[config.mk]
export PLATFORM = sky130hd
export DESIGN_NAME = gpa_port
export DESIGN_NICKNAME = d
export VERILOG_FILES = /design/src/gpa_pkg.sv /design/src/gpa_port.sv
export SDC_FILE = /design/constraint.sdc
export NUM_CORES = 1
export LEC_CHECK = 0
export BUFFER_PORTS_ARGS = -buffer_cell sky130_fd_sc_hd__buf_4
export CORE_MARGIN = 3
export CORE_UTILIZATION = 35
export DETAILED_ROUTE_END_ITERATION = 12
export GPL_TIMING_DRIVEN = 0
export PLACE_DENSITY_LB_ADDON = 0.3
export SLEW_MARGIN = 20
export SYNTH_ARGS = -nofsm -noshare
export SYNTH_HDL_FRONTEND = slang
export SYNTH_SLANG_ARGS = --single-unit
[constraint.sdc]
create_clock -name clk_sys -period 1.71 [get_ports clk_sys]
set_clock_uncertainty 0.15 [all_clocks]
set_input_delay 0.0855 -clock clk_sys [delete_from_list [all_inputs] [get_ports clk_sys]]
set_output_delay 0.0855 -clock clk_sys [all_outputs]
set_load 0.05 [all_outputs]
[src/gpa_pkg.sv]
// constants for the four-bit port with address output
// assumes a 32-bit avalon-mm slave with word addresses in bytes
package gpa_pkg;
   localparam int unsigned ADDR_W = 5;
   localparam int unsigned DATA_W = 32;
   localparam int unsigned PORT_W = 4;
   localparam logic [4:0] OFF_DIRECTION = 5'h00;
   localparam logic [4:0] OFF_OUTPUT_LATCH = 5'h04;
   localparam logic [4:0] OFF_PIN_READBACK = 5'h08;
   localparam logic [4:0] OFF_PULLUP = 5'h0C;
   localparam logic [4:0] OFF_OPENDRAIN = 5'h10;
   localparam logic [4:0] OFF_STANDBY = 5'h14;
   localparam int unsigned STB_ADDR_HOLD_BIT = 0;
   localparam int unsigned STB_SW_STANDBY_BIT = 1;
   localparam logic [3:0] PORT_RESET = 4'h0;
   localparam logic [1:0] STANDBY_RESET = 2'h0;
   localparam logic [31:0] UNMAPPED_READ = 32'h0000_0000;
   localparam logic [2:0] MODE_4 = 3'h4;
   localparam logic [2:0] MODE_5 = 3'h5;
   localparam logic [2:0] MODE_6 = 3'h6;
   localparam logic [2:0] MODE_7 = 3'h7;
endpackage

[src/gpa_port.sv]
// four-bit general purpose port with address output and avalon-mm registers
// assumes pins and mode inputs synchronous to clk_sys; pad resolves oe
`timescale 1ns/10ps
// What this block does
// - eight-bit read/write output latch register
// - upper nibble reserved, reads zero, writes ignored
// - latch clears on reset/hw standby, holds sw standby
// - readback register read-only, writes ignored
// - readback: latch if direction 1, else pin
// - readback frozen during software standby
// - pull-up bits effective only modes 6, 7
// - pull-up on: direction 0 and control 1
// - pull-up bits clear on reset/hw standby
// - open-drain drives low only, else releases
// - open-drain effective only in mode 7
// - open-drain bits clear on reset/hw standby
// - modes 4, 5: all pins address outputs
// - mode 6: direction 1 drives address
// - mode 7: direction 1 drives latch
// - direction write-only, clears on reset/hw standby
// - sw standby: address holds or floats per control
module gpa_port (
   input wire logic clk_sys,
   input wire logic rst,
   input wire logic hw_standby,
   input wire logic [2:0] op_mode,
   input wire logic [gpa_pkg::PORT_W-1:0] addr_in,
   input wire logic [gpa_pkg::ADDR_W-1:0] avs_address,
   input wire logic avs_read,
   input wire logic avs_write,
   input wire logic [3:0] avs_byteenable,
   input wire logic [gpa_pkg::DATA_W-1:0] avs_writedata,
   output logic [gpa_pkg::DATA_W-1:0] avs_readdata,
   output logic avs_waitrequest,
   input wire logic [gpa_pkg::PORT_W-1:0] pin_in,
   output logic [gpa_pkg::PORT_W-1:0] pin_out,
   output logic [gpa_pkg::PORT_W-1:0] pin_oe,
   output logic [gpa_pkg::PORT_W-1:0] pullup_en
);
   import gpa_pkg::*;

   typedef enum logic {GPA_IDLE, GPA_DONE} gpa_bus_e;

   logic [3:0] dir_reg, dir_next;
   logic [3:0] latch_reg, latch_next;
   logic [3:0] pullup_reg, pullup_next;
   logic [3:0] od_reg, od_next;
   logic [1:0] stb_reg, stb_next;
   logic [3:0] pin_smp_reg, pin_smp_next;
   logic [3:0] rb_reg, rb_next;
   logic [3:0] addr_hold_reg, addr_hold_next;
   logic [31:0] rdata_reg, rdata_next;
   gpa_bus_e bus_reg, bus_next;
   logic clr;
   logic sw_stby;
   logic wr_lo;
   logic req;
   logic mode_addr_all;
   logic mode_6;
   logic mode_7;

   assign clr = rst | hw_standby;
   assign sw_stby = stb_reg[STB_SW_STANDBY_BIT];
   assign req = avs_read | avs_write;
   // one wait state: access taken when waitrequest drops
   assign avs_waitrequest = req & (bus_reg == GPA_IDLE);
   assign wr_lo = avs_write & ~avs_waitrequest & avs_byteenable[0];
   assign mode_addr_all = (op_mode == MODE_4) | (op_mode == MODE_5);
   assign mode_6 = (op_mode == MODE_6);
   assign mode_7 = (op_mode == MODE_7);
   assign avs_readdata = rdata_reg;

   // register writes and state
   always_comb begin
      bus_next = (req && bus_reg == GPA_IDLE) ? GPA_DONE : GPA_IDLE;
      dir_next = dir_reg;
      latch_next = latch_reg;
      pullup_next = pullup_reg;
      od_next = od_reg;
      stb_next = stb_reg;
      if (wr_lo) begin
         case (avs_address)
            OFF_DIRECTION: dir_next = avs_writedata[3:0];
            OFF_OUTPUT_LATCH: latch_next = avs_writedata[3:0];
            OFF_PULLUP: pullup_next = avs_writedata[3:0];
            OFF_OPENDRAIN: od_next = avs_writedata[3:0];
            OFF_STANDBY: stb_next = avs_writedata[1:0];
            default: dir_next = dir_reg;
         endcase
      end
   end

   // clear on reset or hardware standby
   always_ff @(posedge clk_sys) begin
      if (clr) begin
         dir_reg <= PORT_RESET;
         latch_reg <= PORT_RESET;
         pullup_reg <= PORT_RESET;
         od_reg <= PORT_RESET;
         stb_reg <= STANDBY_RESET;
         bus_reg <= GPA_IDLE;
      end else begin
         dir_reg <= dir_next;
         latch_reg <= latch_next;
         pullup_reg <= pullup_next;
         od_reg <= od_next;
         stb_reg <= stb_next;
         bus_reg <= bus_next;
      end
   end

   // pin sampling, readback, address capture
   always_comb begin
      pin_smp_next = pin_in;
      rb_next = sw_stby ? rb_reg : ((dir_reg & latch_reg) | (~dir_reg & pin_smp_reg));
      addr_hold_next = sw_stby ? addr_hold_reg : addr_in;
      // read data must stand at the waitrequest-low edge, so it is latched in the wait cycle
      rdata_next = rdata_reg;
      if (avs_read && avs_waitrequest) begin
         case (avs_address)
            OFF_OUTPUT_LATCH: rdata_next = {28'h000_0000, latch_reg};
            OFF_PIN_READBACK: rdata_next = {28'h000_0000, rb_reg};
            OFF_PULLUP: rdata_next = {28'h000_0000, pullup_reg};
            OFF_OPENDRAIN: rdata_next = {28'h000_0000, od_reg};
            OFF_STANDBY: rdata_next = {30'h0000_0000, stb_reg};
            // direction reads zero since it is write-only
            default: rdata_next = UNMAPPED_READ;
         endcase
      end
   end

   // pin sample and address hold need no reset: they follow their inputs, address hold except in software standby
   always_ff @(posedge clk_sys) begin
      pin_smp_reg <= pin_smp_next;
      addr_hold_reg <= addr_hold_next;
      rdata_reg <= rst ? UNMAPPED_READ : rdata_next;
      rb_reg <= clr ? pin_smp_reg : rb_next;
   end

   // pin drive per bit
   genvar i;
   generate
      for (i = 0; i < PORT_W; i++) begin : g_pin
         logic is_addr;
         logic addr_val;
         logic addr_oe;
         assign is_addr = mode_addr_all | (mode_6 & dir_reg[i]);
         assign addr_val = sw_stby ? addr_hold_reg[i] : addr_in[i];
         assign addr_oe = ~sw_stby | stb_reg[STB_ADDR_HOLD_BIT];
         always_comb begin
            pin_out[i] = 1'b0;
            pin_oe[i] = 1'b0;
            if (is_addr) begin
               pin_out[i] = addr_val;
               pin_oe[i] = addr_oe;
            end else if (mode_7 && dir_reg[i]) begin
               pin_out[i] = latch_reg[i];
               pin_oe[i] = ~(od_reg[i] & latch_reg[i]);
            end
         end
         assign pullup_en[i] = (mode_6 | mode_7) & ~dir_reg[i] & pullup_reg[i];
      end
   endgenerate
endmodule // gpa_port

### Yosys cells after proc, flatten, opt, wreduce, memory -nomap -nowiden

Cells that the tools add are included.

| storage, ports and cells | value |
|---|---|
| flip-flop bits (word level) | 63 |
| input port bits | 57 |
| output and inout port bits | 45 |
| word-level logic and storage cells | 99 |

| cells by class | value |
|---|---|
| equal/unequal tests | 10 |
| muxes and demuxes | 24 |
| bitwise logic cells | 43 |
| reductions and logical operators | 12 |

Operators with widths:

| cell | count |
|---|---|
| two-way mux 1 bit | 21 |
| one-hot mux 4 bit (5 select lines) | 1 |
| bitwise AND 1 bit | 19 |
| == test 3 bit (second input constant) | 4 |
| inverter 1 bit | 11 |
| == test 5 x 4 -> 1 bit (second input constant) | 2 |
| == test 5 bit (second input constant) | 2 |
| AND reduction 2 bit | 5 |
| OR 1 bit | 9 |
| bitwise AND 4 bit | 2 |
| two-way mux 4 bit | 2 |
| logical AND 1 bit | 6 |
| == test 5 x 3 -> 1 bit (second input constant) | 1 |
| zero test 5 bit | 1 |
| inverter 4 bit | 1 |
| OR 4 bit | 1 |
| inequality test 2 x 1 -> 1 bit (second input constant) | 1 |

### Logic depth before layout (Yosys ltp)

| logic depth | value |
|---|---|
| depth in word-level cells | 6 |
| mapped depth | 5 |
| depth with buffers taken out | 4 |

### Least setup slack after synthesis

Ideal clock, no wire load.

| path | value |
|---|---|
| path kind | register to output |
| start | register stb_reg[1] |
| end | output pin_oe[0] (netlist bit) |
| data arrival time | 1,997 ps |
| slack | -522 ps |
| cell stages (with the launch flop) | 5 |
| buffers on the path | 1 |
| cell sequence | dfxtp_1 -> buf_2 -> nor2b_1 -> or2_2 -> a21boi_0 |

| between the ends | value |
|---|---|
| cells in the longest elaborated chain, start to end | 3 |

Ends and longest elaborated chain:

| item | line | source |
|---|---|---|
| from (decl) | gpa_port.sv:48 | `logic [1:0] stb_reg, stb_next;` |
| from (signal assigned) | gpa_port.sv:107 | `stb_reg <= stb_next;` |
| inverter 1 bit | gpa_port.sv:149 | `assign addr_oe = ~sw_stby \| stb_reg[STB_ADDR_HOLD_BIT];` |
| OR 1 bit | gpa_port.sv:149 |  |
| two-way mux 1 bit | gpa_port.sv:153 | `if (is_addr) begin` |
| to (decl) | gpa_port.sv:37 | `output logic [gpa_pkg::PORT_W-1:0] pin_oe,` |

No other way between the ends.

### Worst setup path in the final report

Same ends and word-level chain as after synthesis.

==> results by group <==
Run status
  – Result of the run: complete, but fails checks
  – Violated checks: setup timing

Cells and area
  – Number of nets in the final layout: 363
  – Count of fill cells added during filler insertion: 526
  – Fraction of final layout cells with drive strength greater than 1: 0.3844
  – Count of inserted antenna diode cells: 0
  – Final cell count without fillers: roughly 380
  – Final core occ: 0.5394
  – Synth-to-layout area growth: 44.41%

Yosys
  – Post-synthesis instance total: 214
  – Synth top area cells: dfxtp_1, mux2i_1, edfxtp_1
  – Combined area of all synthesized cells: 1981 um^2
  – Distinct cells, synth: 33
  – Syn. warnings: 0
  – Largest area contributor in the synthesized netlist: dfxtp_1
  – Sequential share of the synthesized area: 0.3942
  – Synthesized flop and latch total: 35
  – Avg Inst Size Synth: 9.255 um^2
  – Area share of the leading cell type in the synthesized netlist: 0.2729
  – Post-synth top flop: dfxtp_1
  – Number of synthesized flops with an enable pin: 8
  – Proportion of synthesized flip-flops having asynchronous set or reset: 0

Timing
  – Number of pins with negative max-slew slack in the final report: 0
  – RSZ-0062 raised after global routing: true
  – Final clock period utilization by the worst path: 1.011
  – Upper clock frequency limit: a little under 600 MHz
  – Time the final worst path needs with I/O delays and setup: 1.729 ns
  – Worst setup margin: -0.01886 ns
  – Final count of negative-setup-slack endpoints: 2
  – Hold violation count in the final report: 0
  – Post-route setup TNS: -0.02377 ns

Drt
  – Total number of vias: 1712
  – Post-route ant nets: 0
  – Initial DRC count: 96
  – WL/cell: between 10 and 15 um
  – DRC violations left: 0
  – Drt pass-1 iters: 4
  – Via count normalized by instance count: 4.541
  – WL final: 4.942 mm

Power
  – Power after layout: ~1.9 mW
  – Maximum resistive drop on vdd: 0.0005039 V
  – Portion of total power attributed to combinational logic: 0.238
  – Power Internal: 1.309 mW
  – Leakage power: ~1.3 nW
  – Reported net switching power: 606.1 uW
  – Portion of total power attributed to sequential cells: 0.453
  – Switching Share: 0.3164
  – Share of power burned in the clock network: 0.309
  – Power density over cell area: 669.7 nW/um^2

Clock network
  – CTS H-Tree Depth: 2
  – CTS Sinks: 35
  – Number of buffers added by the clock tree synthesis step: 5
  – CTS tree: yes
  – CTS Root Buffer Type: clkbuf_8
  – Worst-Skew Late Latency: 0.29 ns
  – Maximum number of buffers from clock root to sink: 2
  – Clock slew seen by the registers of the worst setup and hold paths: 0.07 ns

Setup path
  – Data required time of the worst path: 1.47 ns
  – Slack of the worst reg-to-reg path: 0.22 ns
  – Type of destination of the critical path: primary output
  – Data arrival, critical path: 1.49 ns
  – Worst R2R End: pullup_reg[1]
  – Max Fanout on Critical Path: 7
  – R2r startpoint: bus_reg
  – Critical Path Start Type: register
  – Worst r2r path cells: 4
  – Type of the setup path with the least slack: reg -> out

GRT
  – Wire length of the first global-routing pass: a little under 8 mm
  – Pin count of the biggest net entering global routing: 12
  – Residual overflow from global routing: 0
  – GRT Resource Usage Total: 0.1580
  – Number of global-route vias before repair: 1636
  – Number of antenna violations at the first check in global routing: 0

Die
  – Count of pins on the block boundary: 102
  – Standard cell core area: 5303 um^2
  – Effective utilization at floorplan: 0.3735
  – Die width: between 80 and 90 um
  – Total die area: 6598 um^2
  – Height of the die: 81.23 um
  – Cell Rows: 26

Placed design
  – Worst slack, placed: 0.1006 ns
  – Total of buffers placed on input and output ports: just over 40
  – Placed wire-length estimate after detailed placement: ~3.6 mm
  – Cell total after placement: ~350
  – Final GP Congestion: approximately 0.82

Flow run
  – Max-cap check violation count: 0

Hold path
  – Startpoint of the tightest hold check path: avs_address[0]
  – Min-Delay Endpoint: avs_readdata[1]
  – Hold Path Depth: 4
  – Min-delay worst type: in -> reg
-- layer usage --
metal  share of wire  vias up  global-route usage
li1                -      870                   -
met1            0.45      778              0.1923
met2            0.47       55              0.2652
met3           0.064        9             0.03215
met4           0.021        0             0.07601
met5               0        -                   0
-- worst max-delay path by stage --
| stage | depth (start not counted) | endpoint | slack, ns | from |
|---|---|---|---|---|
| 6_report | 5 | pin_oe[0] | -0.02 | stb_reg[1] |
| 5_1_grt | 6 | pin_out[3] | -0.08 | stb_reg[1] |
| 4_1_cts | 5 | pin_oe[0] | -0.05 | stb_reg[1] |
| 3_5_place_dp | 6 | pin_oe[2] | 0.10 | stb_reg[1] |
| 3_3_place_gp | 6 | pin_oe[2] | 0.15 | stb_reg[1] |
| 2_1_floorplan | 3 | pullup_en[0] | -0.19 | op_mode[1] |
-- logic make-up (layout without fill, tap and decap cells) --
family,Yosys count,after routing,share of synthesized area
other,1,28,0.001893
multiplexers,32,32,0.1649
flip-flops,35,35,0.3942
AO/OA/AOI/OAI,31,31,0.09097
AND/OR/NAND/NOR,79,79,0.2217
buffers and inverters,36,102,0.1263
-- critical path, cell delays in order, from the launching register on --
cell and delay (ns):
dfxtp_2 0.32, buf_8 0.14, nor2b_4 0.14, or2_4 0.26, a21boi_2 0.16, buf_6 0.18
-- placed cells by master (no fill, tap or decap), types with 2 or more instances in the layout --
cell / count
buf_4: 65
nor2_1: 30
conb_1: 28
dfxtp_1: 26
mux2i_1: 23
dlygate4sd3_1: 15
nand2_1: 12
a21oi_1: 8
edfxtp_1: 8
buf_6: 8
nor3b_1: 6
mux2_2: 5
nand3_1: 5
o21ai_1: 5
clkbuf_8: 5
o21ai_2: 4
a21boi_2: 4
nor2b_2: 4
clkbuf_1: 3
mux2i_2: 3
a21oi_2: 3
o21ai_0: 3
nand3_2: 3
clkinv_2: 3
nand2b_1: 2
nand4_1: 2
nor4_4: 2
nor3_1: 2
nor2b_1: 2
-- cell usage after synthesis, drive strengths merged, types with 2 or more instances --
library cell / n
mux2: 5
nand4: 2
mux2i: 27
nand2b: 3
nor2b: 7
nand3: 8
clkbuf: 3
nor4: 2
buf: 32
a21oi: 11
dfxtp: 27
edfxtp: 8
or2: 2
a21boi: 4
nor3b: 6
nand2: 12
nor2: 31
o21ai: 12
nor3: 2
-- metrics by stage --
stage | hold slack [ns] | cell area (um^2)
6_report | 0.02268 | 2860
2_1_floorplan | -0.03678 | 2103
3_3_place_gp | 0.04113 | 2499
4_1_cts | 0.01940 | 2820
5_1_grt | 0.04415 | 2860
3_5_place_dp | 0.04110 | 2499
-- power by group through the flow --
| stage | combinational [mW] | clock (mW) | sequential [mW] |
|---|---|---|---|
| detailed placement | 0.405 | 0 | 0.886 |
| global placement | 0.403 | 0 | 0.886 |
| CTS | 0.446 | 0.610 | 0.868 |
| finish | 0.455 | 0.592 | 0.869 |
| global route | 0.485 | 0.631 | 0.870 |
| floorplan | 0.307 | 0 | 0.886 |
-- repair_timing --
item                       4_1_cts  5_1_grt
setup buffers                    2        0
pin swaps                        7        7
resized for setup               28       10
hold endpoints to repair        31        0
setup endpoints to repair        8        8
cloned                           0        0
hold buffers                    15        0
-- final cells by class --
type	count	area (um^2)	share of cell area
tap	70	87.58	0.03062
timing repair buffer	58	503.0	0.1759
multi-input combinational	170	1144	0.3998
clock inverter	3	15.01	0.005249
inverter	1	3.754	0.001312
clock buffer	5	68.82	0.02406
buffer	35	256.5	0.08968
sequential	35	782.0	0.2734
(Power assumes the default switching activity.)
